`src/inc/xpcs_pkg.sv`:
```
/*
  package for the transceiver pin control and status block: register map,
  field positions, reset values, mode codes and timing constants.
  assumes a 32-bit avalon-mm register port on sys_clk at 100 MHz.
*/
package xpcs_pkg;

  // ==========================================================================
  // register byte offsets
  localparam logic [7:0] XPCS_REG_CTRL = 8'h00;
  localparam logic [7:0] XPCS_REG_OBS = 8'h04;
  localparam logic [7:0] XPCS_REG_PAT = 8'h08;
  localparam logic [7:0] XPCS_REG_STATUS = 8'h0C;
  localparam logic [7:0] XPCS_REG_STRAPS = 8'h10;

  // ==========================================================================
  // control register fields
  localparam int XPCS_CTRL_LOSS_EN = 0;
  localparam int XPCS_CTRL_REFSEL = 1;
  localparam int XPCS_CTRL_CLKOUT_EN = 2;
  localparam int XPCS_CTRL_CLKOUT_VCO = 3;
  localparam int XPCS_CTRL_REG_PD = 4;
  localparam int XPCS_CTRL_SUBRATE = 5;
  localparam int XPCS_CTRL_DP_RESET = 6;
  localparam logic [6:0] XPCS_CTRL_RESET = 7'h05;

  // ==========================================================================
  // observation and pattern fields
  localparam int XPCS_OBS_SEL_LSB = 0;
  localparam int XPCS_OBS_PASS_SIDE = 4;
  localparam int XPCS_OBS_PASS_LANE_LSB = 5;
  localparam logic [1:0] XPCS_OBS_LOSS = 2'h0;
  localparam logic [1:0] XPCS_OBS_PARTNER_ALIGN = 2'h1;
  localparam logic [1:0] XPCS_OBS_TX_ALIGN = 2'h2;
  localparam logic [1:0] XPCS_OBS_AUX = 2'h3;
  localparam logic [2:0] XPCS_PAT_PRBS7 = 3'h0;

  // ==========================================================================
  // operating modes
  typedef enum logic [1:0] {
    XPCS_MODE_KR = 2'h0,
    XPCS_MODE_GP_SERDES = 2'h1,
    XPCS_MODE_KX = 2'h2
  } xpcs_mode_t;

  // ==========================================================================
  // timing
  localparam int XPCS_CLK_MHZ = 100;
  localparam int XPCS_DP_RESET_NS = 100;
  localparam int XPCS_DP_RESET_CYC = (XPCS_DP_RESET_NS * XPCS_CLK_MHZ) / 1000;

endpackage

```
`src/xpcs_sync.sv`:
```
/*
  two-flop synchroniser for a bus of slow static pin levels.
  assumes the inputs change rarely; bits are not coherent to each other.
*/
`timescale 1ns/1ps

module xpcs_sync #(
  parameter int WIDTH = 1,
  parameter logic [WIDTH-1:0] INIT = '0
) (
  input wire logic sys_clk,
  input wire logic resetn,
  input wire logic [WIDTH-1:0] async_in,
  output logic [WIDTH-1:0] sync_out
);

  typedef struct packed {
    logic [WIDTH-1:0] meta;
    logic [WIDTH-1:0] stable;
  } xpcs_sync_t;

  xpcs_sync_t state;
  xpcs_sync_t next_state;

  initial begin
    if (WIDTH < 1) $error("width must be at least one");
  end

  always_comb begin
    next_state.meta = async_in;
    next_state.stable = state.meta;
    if (!resetn) begin
      next_state.meta = INIT;
      next_state.stable = INIT;
    end
  end

  always_ff @(posedge sys_clk) begin
    state <= next_state;
  end

  assign sync_out = state.stable;

endmodule // xpcs_sync

```
`src/xpcs_avmm.sv`:
```
/*
  avalon-mm slave front end: registers each request and answers one cycle
  later with waitrequest released. assumes a master that holds requests.
*/
`timescale 1ns/1ps

module xpcs_avmm (
  input wire logic sys_clk,
  input wire logic resetn,
  input wire logic read,
  input wire logic write,
  output logic waitrequest,
  output logic acc_rd,
  output logic acc_wr
);

  typedef struct packed {
    logic busy;
  } xpcs_avmm_t;

  xpcs_avmm_t state;
  xpcs_avmm_t next_state;

  // one wait cycle, then the access completes and the master moves on
  always_comb begin
    next_state.busy = (read || write) && !state.busy;
    if (!resetn) begin
      next_state.busy = 1'b0;
    end
  end

  always_ff @(posedge sys_clk) begin
    state <= next_state;
  end

  assign waitrequest = (read || write) && !state.busy;
  // read data load in the wait cycle so they stand while waitrequest is low
  assign acc_rd = read && !state.busy;
  assign acc_wr = write && state.busy;

endmodule // xpcs_avmm

```
`src/xpcs_top.sv`:
```
/*
  pin level control and status of a single channel serial transceiver:
  strap decode, power down, indicator pins, clock output and ref select.
  assumes analog serdes, pattern checkers and management framing outside;
  all pin inputs are asynchronous to sys_clk.
*/
// The register offsets and the Avalon-MM register port are this design's own decisions.
`timescale 1ns/1ps


module xpcs_top #(
  parameter int LANES = 4
) (
  input wire logic sys_clk,
  input wire logic resetn,
  // avalon-mm register port
  input wire logic [7:0] address,
  input wire logic read,
  input wire logic write,
  input wire logic [31:0] writedata,
  input wire logic [3:0] byteenable,
  output logic [31:0] readdata,
  output logic waitrequest,
  // straps and control pins
  input wire logic [4:0] port_addr_straps,
  input wire logic mgmt_clause_sel,
  input wire logic mode_sel,
  input wire logic channel_powerdown_n,
  input wire logic pattern_test_en,
  input wire logic partner_rx_aligned_in,
  // management frame address check
  input wire logic [4:0] frame_port_addr,
  output logic addr_match,
  output logic clause22_sel,
  output logic [1:0] op_mode,
  // serdes status inputs
  input wire logic line_rx_loss,
  input wire logic tx_lanes_aligned,
  input wire logic line_pass,
  input wire logic [LANES-1:0] host_pass,
  // serdes control outputs
  output logic line_tx_pair_zero,
  output logic host_out_pairs_zero,
  output logic channel_pd,
  output logic dp_reset,
  output logic ref_clk_sel_one,
  output logic clkout_vco_sel,
  output logic clkout_subrate,
  output logic pattern_gen_en,
  output logic [2:0] pattern_sel,
  output logic aux_strap,
  output logic partner_rx_aligned,
  // indicator pins: output value and low-active enable
  output logic signal_loss_out,
  output logic signal_loss_oe_n,
  output logic tx_lanes_aligned_out,
  output logic tx_lanes_aligned_oe_n,
  output logic pattern_pass_out,
  output logic pattern_pass_oe_n,
  output logic recovered_clk_oe_n
);

  // ==========================================================================
  // elaboration checks
  initial begin
    if (LANES < 1 || LANES > 4) $error("lanes must be 1 to 4");
  end

  // ==========================================================================
  // pin synchronisers
  logic [9:0] pins_sync;

  // power down pin resets to its idle high level, so no false power down after reset
  xpcs_sync #(.WIDTH(10), .INIT(10'h080)) u_sync (
    .sys_clk(sys_clk),
    .resetn(resetn),
    .async_in({partner_rx_aligned_in, pattern_test_en, channel_powerdown_n, mode_sel,
      mgmt_clause_sel, port_addr_straps}),
    .sync_out(pins_sync)
  );

  logic [4:0] straps_s;
  logic clause_s;
  logic mode_s;
  logic pd_n_s;
  logic pat_en_s;
  logic partner_s;

  assign straps_s = pins_sync[4:0];
  assign clause_s = pins_sync[5];
  assign mode_s = pins_sync[6];
  assign pd_n_s = pins_sync[7];
  assign pat_en_s = pins_sync[8];
  assign partner_s = pins_sync[9];

  // ==========================================================================
  // bus front end
  logic acc_rd;
  logic acc_wr;

  xpcs_avmm u_avmm (
    .sys_clk(sys_clk),
    .resetn(resetn),
    .read(read),
    .write(write),
    .waitrequest(waitrequest),
    .acc_rd(acc_rd),
    .acc_wr(acc_wr)
  );

  // ==========================================================================
  // state
  typedef struct packed {
    logic [6:0] ctrl;
    logic [1:0] obs_sel;
    logic pass_side;
    logic [1:0] pass_lane;
    logic [2:0] pat;
    logic [7:0] dp_cnt;
    logic [31:0] rdata;
    logic loss_q;
    logic align_q;
    logic pass_q;
  } xpcs_top_t;

  xpcs_top_t state;
  xpcs_top_t next_state;

  function automatic logic [7:0] xpcs_merge(input logic [7:0] old_v, input logic [7:0] new_v,
    input logic en);
    xpcs_merge = en ? new_v : old_v;
  endfunction

  // ==========================================================================
  // mode decode
  xpcs_pkg::xpcs_mode_t mode;

  always_comb begin
    if (clause_s) begin
      // clause 22 offers only the general serdes mode
      mode = xpcs_pkg::XPCS_MODE_GP_SERDES;
    end else if (mode_s) begin
      mode = xpcs_pkg::XPCS_MODE_GP_SERDES;
    end else begin
      mode = xpcs_pkg::XPCS_MODE_KR;
    end
  end

  logic gp_mode;
  logic pd_any;
  logic pass_sel;
  logic loss_en;

  assign gp_mode = (mode == xpcs_pkg::XPCS_MODE_GP_SERDES);
  assign pd_any = !pd_n_s || state.ctrl[xpcs_pkg::XPCS_CTRL_REG_PD];
  assign loss_en = state.ctrl[xpcs_pkg::XPCS_CTRL_LOSS_EN];
  assign pass_sel = state.pass_side ? host_pass[state.pass_lane] : line_pass;

  // ==========================================================================
  // registers and indicators
  always_comb begin
    logic [7:0] b0;
    logic [7:0] obs_b;
    b0 = 8'h00;
    obs_b = 8'h00;
    next_state = state;
    next_state.rdata = 32'h0000_0000;
    if (state.dp_cnt != 8'h00) begin
      next_state.dp_cnt = state.dp_cnt - 8'h01;
    end
    if (acc_wr && address == xpcs_pkg::XPCS_REG_CTRL) begin
      b0 = xpcs_merge({1'b0, state.ctrl}, writedata[7:0], byteenable[0]);
      next_state.ctrl = b0[6:0];
      if (byteenable[0] && writedata[xpcs_pkg::XPCS_CTRL_DP_RESET]) begin
        // self clearing pulse stretched to a fixed length
        next_state.dp_cnt = 8'(xpcs_pkg::XPCS_DP_RESET_CYC);
        next_state.ctrl[xpcs_pkg::XPCS_CTRL_DP_RESET] = 1'b0;
      end
    end else if (acc_wr && address == xpcs_pkg::XPCS_REG_OBS) begin
      obs_b = xpcs_merge({1'b0, state.pass_lane, state.pass_side, 2'b00, state.obs_sel},
        writedata[7:0], byteenable[0]);
      next_state.obs_sel = obs_b[1:0];
      next_state.pass_side = obs_b[xpcs_pkg::XPCS_OBS_PASS_SIDE];
      next_state.pass_lane = obs_b[6:5];
    end else if (acc_wr && address == xpcs_pkg::XPCS_REG_PAT) begin
      if (byteenable[0]) begin
        next_state.pat = writedata[2:0];
      end
    end
    if (acc_rd) begin
      if (address == xpcs_pkg::XPCS_REG_CTRL) begin
        next_state.rdata = {25'h0, state.ctrl};
      end else if (address == xpcs_pkg::XPCS_REG_OBS) begin
        next_state.rdata = {25'h0, state.pass_lane, state.pass_side, 2'b00, state.obs_sel};
      end else if (address == xpcs_pkg::XPCS_REG_PAT) begin
        next_state.rdata = {29'h0, state.pat};
      end else if (address == xpcs_pkg::XPCS_REG_STATUS) begin
        next_state.rdata = {24'h0, state.pass_q, state.align_q, partner_s, pat_en_s,
          line_rx_loss, pd_any, mode};
      end else if (address == xpcs_pkg::XPCS_REG_STRAPS) begin
        next_state.rdata = {25'h0, mode_s, clause_s, straps_s};
      end else begin
        next_state.rdata = 32'h0000_0000;
      end
    end
    case (state.obs_sel)
      xpcs_pkg::XPCS_OBS_PARTNER_ALIGN: next_state.loss_q = partner_s;
      xpcs_pkg::XPCS_OBS_TX_ALIGN: next_state.loss_q = tx_lanes_aligned;
      xpcs_pkg::XPCS_OBS_AUX: next_state.loss_q = straps_s[0];
      default: next_state.loss_q = loss_en && line_rx_loss;
    endcase
    next_state.align_q = gp_mode && tx_lanes_aligned;
    next_state.pass_q = pat_en_s ? pass_sel : 1'b1;
    if (!resetn) begin
      next_state.ctrl = xpcs_pkg::XPCS_CTRL_RESET;
      next_state.obs_sel = xpcs_pkg::XPCS_OBS_LOSS;
      next_state.pass_side = 1'b0;
      next_state.pass_lane = 2'b00;
      next_state.pat = xpcs_pkg::XPCS_PAT_PRBS7;
      next_state.dp_cnt = 8'h00;
      next_state.rdata = 32'h0000_0000;
      next_state.loss_q = 1'b0;
      next_state.align_q = 1'b0;
      next_state.pass_q = 1'b1;
    end
  end

  always_ff @(posedge sys_clk) begin
    state <= next_state;
  end

  // ==========================================================================
  // outputs
  assign readdata = state.rdata;
  // matching uses PA[4:1] only; PA0 must be zero
  assign addr_match = (frame_port_addr[4:1] == straps_s[4:1]) && !frame_port_addr[0];
  assign aux_strap = straps_s[0];
  assign clause22_sel = clause_s;
  assign op_mode = mode;
  assign line_tx_pair_zero = !resetn;
  assign host_out_pairs_zero = !resetn;
  assign channel_pd = pd_any;
  assign dp_reset = (state.dp_cnt != 8'h00);
  assign ref_clk_sel_one = state.ctrl[xpcs_pkg::XPCS_CTRL_REFSEL];
  assign clkout_vco_sel = state.ctrl[xpcs_pkg::XPCS_CTRL_CLKOUT_VCO];
  assign clkout_subrate = state.ctrl[xpcs_pkg::XPCS_CTRL_SUBRATE];
  assign pattern_gen_en = pat_en_s && !pd_any;
  assign pattern_sel = state.pat;
  assign partner_rx_aligned = gp_mode && partner_s;

  assign signal_loss_out = state.loss_q;
  assign signal_loss_oe_n = resetn ? pd_any : 1'b0;
  assign tx_lanes_aligned_out = state.align_q;
  assign tx_lanes_aligned_oe_n = resetn ? !gp_mode : 1'b0;
  assign pattern_pass_out = state.pass_q;
  assign pattern_pass_oe_n = resetn ? pd_any : 1'b0;
  // clock output floats in reset, in power down, or when disabled
  assign recovered_clk_oe_n = !resetn || pd_any ||
    !state.ctrl[xpcs_pkg::XPCS_CTRL_CLKOUT_EN];

endmodule // xpcs_top

```
`config.mk`:
```
export PLATFORM = sky130hd
export DESIGN_NAME = xpcs_top
export DESIGN_NICKNAME = d
export VERILOG_FILES = /design/src/inc/xpcs_pkg.sv /design/src/xpcs_sync.sv /design/src/xpcs_avmm.sv /design/src/xpcs_top.sv
export SDC_FILE = /design/constraint.sdc
export NUM_CORES = 1
export LEC_CHECK = 0
export BUFFER_PORTS_ARGS = -buffer_cell sky130_fd_sc_hd__buf_2
export CAP_MARGIN = 30
export CORE_UTILIZATION = 49
export DETAILED_ROUTE_END_ITERATION = 12
export PLACE_DENSITY = 0.93
export SLEW_MARGIN = 20
export SYNTH_ARGS = -nofsm -noshare
export SYNTH_HDL_FRONTEND = slang
export SYNTH_SLANG_ARGS = --single-unit
```
`constraint.sdc`:
```
create_clock -name sys_clk -period 2.77 [get_ports sys_clk]
set_input_delay 0.554 -clock sys_clk [delete_from_list [all_inputs] [get_ports sys_clk]]
set_output_delay 0.554 -clock sys_clk [all_outputs]
set_load 0.01 [all_outputs]
```
==> results of run 1 <==
-- synthesized netlist by cell type (3+ instances only) --
cell / count
a211oi_1: 5
a21oi_1: 7
a21oi_2: 3
and2_1: 20
and3_1: 5
buf_4: 41
buf_6: 3
clkbuf_1: 7
dfxtp_1: 54
inv_1: 4
mux2i_1: 18
nand2_1: 21
nand2b_1: 6
nand3_1: 9
nor2_1: 27
nor3_1: 7
xnor2_1: 6
xor2_1: 3
-- kinds of logic after synthesis --
| kind of cell | synth area share |
|---|---|
| xor+xnor | 0.0306 |
| fa+ha+maj | 0.00972 |
| simple gates | 0.236 |
| other cells | 0.00146 |
| mux | 0.0875 |
| buf+inv | 0.156 |
| flops | 0.420 |
| compound gates | 0.0583 |
-- power by group through the flow --
stage	clock, W	combinational (W)	sequential (W)
floorplan	0	0.000323	0.000887
global placement	0	0.000367	0.000893
detailed placement	0	0.000390	0.000897
CTS	0.000560	0.000392	0.000881
global route	0.000589	0.000444	0.000890
finish	0.000555	0.000391	0.000882
-- registers in the layout (all words and copies together) (netlist names) --
register / cells
pattern_sel: 3
u_sync.state: 10
state: 15
clkout_vco_sel: 1
signal_loss_out: 1
readdata: 8
clkout_subrate: 1
u_avmm.state: 1
ref_clk_sel_one: 1
u_sync.sync_out: 10
loss_en: 1
pattern_pass_out: 1
tx_lanes_aligned_out: 1
-- layout make-up --
type / count / area share
Multi-Input combinational cell: 193 / 0.412
Clock inverter: 2 / 0.0135
Sequential cell: 54 / 0.377
Clock buffer: 6 / 0.0288
Tap cell: 70 / 0.0306
Inverter: 4 / 0.00524
Timing Repair Buffer: 75 / 0.133
-- cell usage in the layout, fill, tap and decap left out, types with 5 or more instances in the layout --
master / n
a211oi_1: 5
a21oi_1: 7
and2_1: 20
and3_1: 5
buf_2: 73
clkbuf_8: 6
conb_1: 25
dfxtp_1: 54
mux2i_1: 18
nand2_1: 21
nand2b_1: 6
nand3_1: 9
nor2_1: 27
nor3_1: 7
xnor2_1: 6
-- metrics by stage --
step,std cells,hold WS [ps]
2_1_floorplan,305,376
3_3_place_gp,396,389
3_5_place_dp,396,411
4_1_cts,404,411
5_1_grt,404,422
6_report,404,420
-- worst min-delay path by stage --
stage / from / to / slack [ps] / cells after the start
floorplan: u_sync.sync_out[8] / pattern_pass_out / 380 / 1
global placement: u_sync.state[17] / u_sync.sync_out[7] / 390 / 1
detailed placement: u_sync.sync_out[8] / pattern_pass_out / 410 / 1
CTS: channel_powerdown_n / u_sync.state[17] / 410 / 2
global route: channel_powerdown_n / u_sync.state[17] / 420 / 2
finish: channel_powerdown_n / u_sync.state[17] / 420 / 2
-- worst max-delay path, delay by kind of cell (launching register included) --
kind                   cells  cell delay, ps
flip-flops                 1             360
buffers and inverters      1             220
AND/OR/NAND/NOR            2             760
-- metal layers --
metal,global-route usage,wire length [µm],vias up
li1,-,-,977
met1,0.215,2110,913
met2,0.349,2690,85
met3,0.0501,307,8
met4,0.0734,88,0
met5,0,0,-
==> reports/results.tsv, run 1 <==
metric	value	unit
status	complete, no violations	
clock power share	0.304	
antenna violations before repair	0	
largest net degree at the start of global routing	36	
Tightest Hold Check Type	input port to register	
final setup margin	578	ps
DP Area	2750	µm²
starting density of the core	0.507	
Post-CTS Hold Buffers	0	
drt drc	0	
nets	405	
WL per Instance	12.9	µm
H-tree levels	2	
sequential share of power	0.483	
Finished Core Util	0.565	
RR Endpoint	state[36]	
Area Growth Syn to Fin	11.3	%
vias in the first global route	1796	
Yosys warnings	0	
clk_lat worst skew	310	ps
critical path launch point	state[37]	
clock-pin slew on the worst setup and hold paths	90	ps
worst clock skew	15.2	ps
GRT Resource Usage Total	0.193	
post-synthesis instance total	281	
Synth area leaders	dfxtp_1, buf_4, mux2i_1	
Fin Setup TNS	0	ps
Power, Total	0.00183	W
CP max-delay cell	nor4_1	
crit start category	register	
Die Span Y	74.5	µm
# setup viols final	0	
WP data arrival	1640	ps
number of flops mapped to enable cells by yosys	0	
Max Cap Viol	0	
top cell type's share of synthesized area	0.420	
clock sinks	54	
Int Pwr	0.00131	W
drt first pass iters	4	
distinct cell type count after synthesis	45	
Routed Antenna Nets	0	
Post-Synthesis Cell Area	2570	µm²
fmax	456	MHz
CTS tree	built	
die area	5550	µm²
ys flop type	dfxtp_1	
Crit Path Class	register to output pin	
total grt overflow	0	
io pins	127	
FF-to-FF path depth	4	
Synth async-reset ratio	0	
cell taking the most area after synthesis	dfxtp_1	
Cell Rows	26	
endpoint class of the critical path	output pin	
Worst VDD drop	0.323	mV
PortBufs	73	
GPL Wtd Cong	0.817	
Synth Area per Inst	9.16	µm²
RSZ-0062 raised after global routing	no	
Routed WL	5200	µm
RR Startpoint	state[37]	
design area	2870	µm²
R2R Setup Slk	1110	ps
Period minus WS final	2190	ps
wire length of the first global-routing pass	7940	µm
Tcrit/Tclk final	0.791	
power density cells	638	nW/µm²
Clock Tree Buf Depth	2	
final hold violation count	0	
combinational power share	0.214	
Reg area	1080	µm²
Net Sw Frac	0.284	
Detailed Place HPWL	3910	µm
fin. max-slew vios	0	
Sw Pwr	0.000519	W
Core ar.	5070	µm²
CP endpoint	dp_reset	
CTS root buffer	clkbuf_8	
fillers	455	
Antenna diodes	0	
cts bufs inserted	5	
Iter 0 DRT Violations	173	
postcts setup bufs	0	
Vias/cell	4.91	
Static Leakage	1.31	nW
synthesis-stage register bit count	54	
CP peak stage delay	460	ps
multi-input combinational cell area	1180	µm²
post_cts resized	0	
share of layout cells above drive strength 1	0.284	
pre-CTS WS	660	ps
vias	1983	
CP Cell Sequence	nor4_1, nand3_1, buf_2	
Chip Width	74.5	µm
sequential-to-total area share from yosys stat	0.420	
CP Max Fanout	5	
worst path required time	2220	ps
No activity file was read; power rests on OpenSTA's default activity.
==> run 2, diff against run 1 <==
- ABC_AREA: default -> 1
- CORE_UTILIZATION: 49 -> 42
- PLACE_DENSITY: 0.93 -> 0.84
- clock period: 2.77 -> 1.8 ns (I/O delays scaled with it)
==> reports/results.tsv, run 2 <==
metric	value	unit	change
worst clock skew	4.53	ps	-10.7 ps
Max Cap Viol	0		unchanged
clock-pin slew on the worst setup and hold paths	100	ps	about the same
Detailed Place HPWL	4530	µm	+16%
GPL Wtd Cong	0.905		+11%
Period minus WS final	1700	ps	
Synth area leaders	dfxtp_1, buf_4, nand2_1		
clk_lat worst skew	310	ps	about the same
fin. max-slew vios	0		unchanged
Crit Path Class	register to output pin		
vias	2304		+16%
Die Span Y	81.7	µm	+9.6%
largest net degree at the start of global routing	30		-17%
drt drc	0		unchanged
Cells after DPL	494		+25%
Static Leakage	1.65	nW	+26%
CP Max Fanout	3		-2
GRT Resource Usage Total	0.187		-0.00601
endpoint class of the critical path	output pin		
Synth Area per Inst	7.33	µm²	-20%
sequential-to-total area share from yosys stat	0.405		-0.0144
# setup viols final	0		unchanged
CTS tree	built		
Synth async-reset ratio	0		unchanged
die area	6670	µm²	+20%
top cell type's share of synthesized area	0.405		-0.0144
cell taking the most area after synthesis	dfxtp_1		
PortBufs	73		unchanged
Tcrit/Tclk final	0.943		
Vias/cell	4.57		-6.9%
commonest cells after routing, fill and taps aside	buf_2, nand2_1, dfxtp_1		
final hold violation count	0		unchanged
total grt overflow	0		unchanged
WP data arrival	1340	ps	-300 ps
cts bufs inserted	5		unchanged
worst path required time	1440	ps	-780 ps
Core ar.	6030	µm²	+19%
antenna violations before repair	0		unchanged
Antenna diodes	0		unchanged
DP Area	2920	µm²	+6.3%
Clock Tree Buf Depth	2		unchanged
max reg flops	15		unchanged
io pins	127		unchanged
status	complete, no violations		
Routed WL	5720	µm	+10%
CTS root buffer	clkbuf_8		
RSZ-0062 raised after global routing	no		
Post-CTS Hold Buffers	0		unchanged
most common cell in the netlist	nand2_1		
Power, Total	0.00291	W	+59%
Yosys warnings	0		unchanged
power density cells	959	nW/µm²	+50%
Most flops, register	state		
distinct cell type count after synthesis	34		-24%
Post-synth top cells	nand2_1, dfxtp_1, inv_1		
nets	500		+23%
fmax	589	MHz	
Worst VDD drop	0.554	mV	+71%
H-tree levels	2		unchanged
share of layout cells above drive strength 1	0.259		-0.0257
Tightest Hold Check Type	input port to register		
design area	3040	µm²	+6.0%
most common cell after layout, fill and taps aside	buf_2		
wire length of the first global-routing pass	9380	µm	+18%
Fin Setup TNS	0	ps	unchanged
Routed Antenna Nets	0		unchanged
WL per Instance	11.4	µm	-12%
vias in the first global route	2142		+19%
ys flop type	dfxtp_1		
clock sinks	54		unchanged
crit start category	register		
number of flops mapped to enable cells by yosys	0		unchanged
Cell Rows	28		+7.7%
synthesis-stage register bit count	54		unchanged
Chip Width	81.7	µm	+9.6%
Area Growth Syn to Fin	13.9	%	
starting density of the core	0.442		-0.0649
Post-Synthesis Cell Area	2670	µm²	+3.5%
Iter 0 DRT Violations	152		-12%
post-synthesis instance total	364		+30%
Non-Filler Instances	504		+25%
drt first pass iters	4		unchanged
-- run 2: cell count changes after synthesis, moves of 6 or more --
cell      previous run  this run
and2_1              20         0
inv_1                4        52
mux2i_1             18         1
nand2_1             21        71
nand2b_1             6         0
nand3_1              9        25
nand4_1              1        10
nor2_1              27        46
-- run 2: cell type report --
| class | count | area [µm²] |
|---|---|---|
| flip-flops and latches | 54 | 1080 |
| well taps | 75 | 93.8 |
| clock buffers | 5 | 68.8 |
| inverters | 57 | 219 |
| multi-input cells | 233 | 1150 |
| fillers | 625 | 2990 |
| repair buffers | 77 | 395 |
| clock inverters | 3 | 26.3 |
-- run 2: final timing paths --
kind                    startpoint                  to  slack, ps  depth (start not counted)
setup / recovery         state[35]            dp_reset        100                          6
hold / removal     pattern_test_en    u_sync.state[18]        220                          3
setup reg to reg         state[35]           state[40]        240                          9
hold reg to reg   u_sync.state[15]  u_sync.sync_out[5]        420                          2
-- run 2: kinds of logic after synthesis --
group                      count (synthesis)  share of synthesized area
DFF                                       54                      0.405
muxes                                      1                    0.00375
adders and majority gates                  2                    0.00938
other                                      1                    0.00141
AOI/OAI and AO/OA                         23                     0.0516
and+or+nand+nor                          172                      0.296
buffers and inverters                    101                      0.199
xor gates and xnor gates                  10                     0.0328
-- run 2: repair_timing --
item / CTS / global route
gates resized for setup: 2 / 1
setup endpoints to repair: 1 / 1
pin swaps: 0 / 1
buffers inserted: 0 / 2
-- run 2: metrics by stage --
stage / utilization / hold slack [ps] / setup WS, ps
2_1_floorplan: - / 390 / 268
3_3_place_gp: 0.484 / 397 / 263
3_5_place_dp: 0.484 / 397 / 228
4_1_cts: 0.501 / 209 / 12.8
5_1_grt: 0.504 / 207 / 10.4
6_report: 0.504 / 215 / 102
-- run 2: where the power goes --
group          total [W]  leakage [nW]  switching, W  internal (W)
logic           0.000829          1.16      0.000480      0.000349
clock network   0.000709        0.0491      0.000423      0.000287
registers        0.00138         0.442     0.0000748       0.00130
-- run 2: critical path: stages, from the launching register on --
cell     delay [ps]
dfxtp_1         340
inv_1           100
ha_1            170
nand3_1         130
nor2_4          120
inv_1            40
buf_2           130
-- run 2: metal layers --
layer / vias up / GRT usage / share of wire
met4: 0 / 0.0596 / 0.014
met5: - / 0 / 0
met2: 78 / 0.337 / 0.50
li1: 1187 / - / -
met3: 10 / 0.0500 / 0.068
met1: 1029 / 0.213 / 0.42
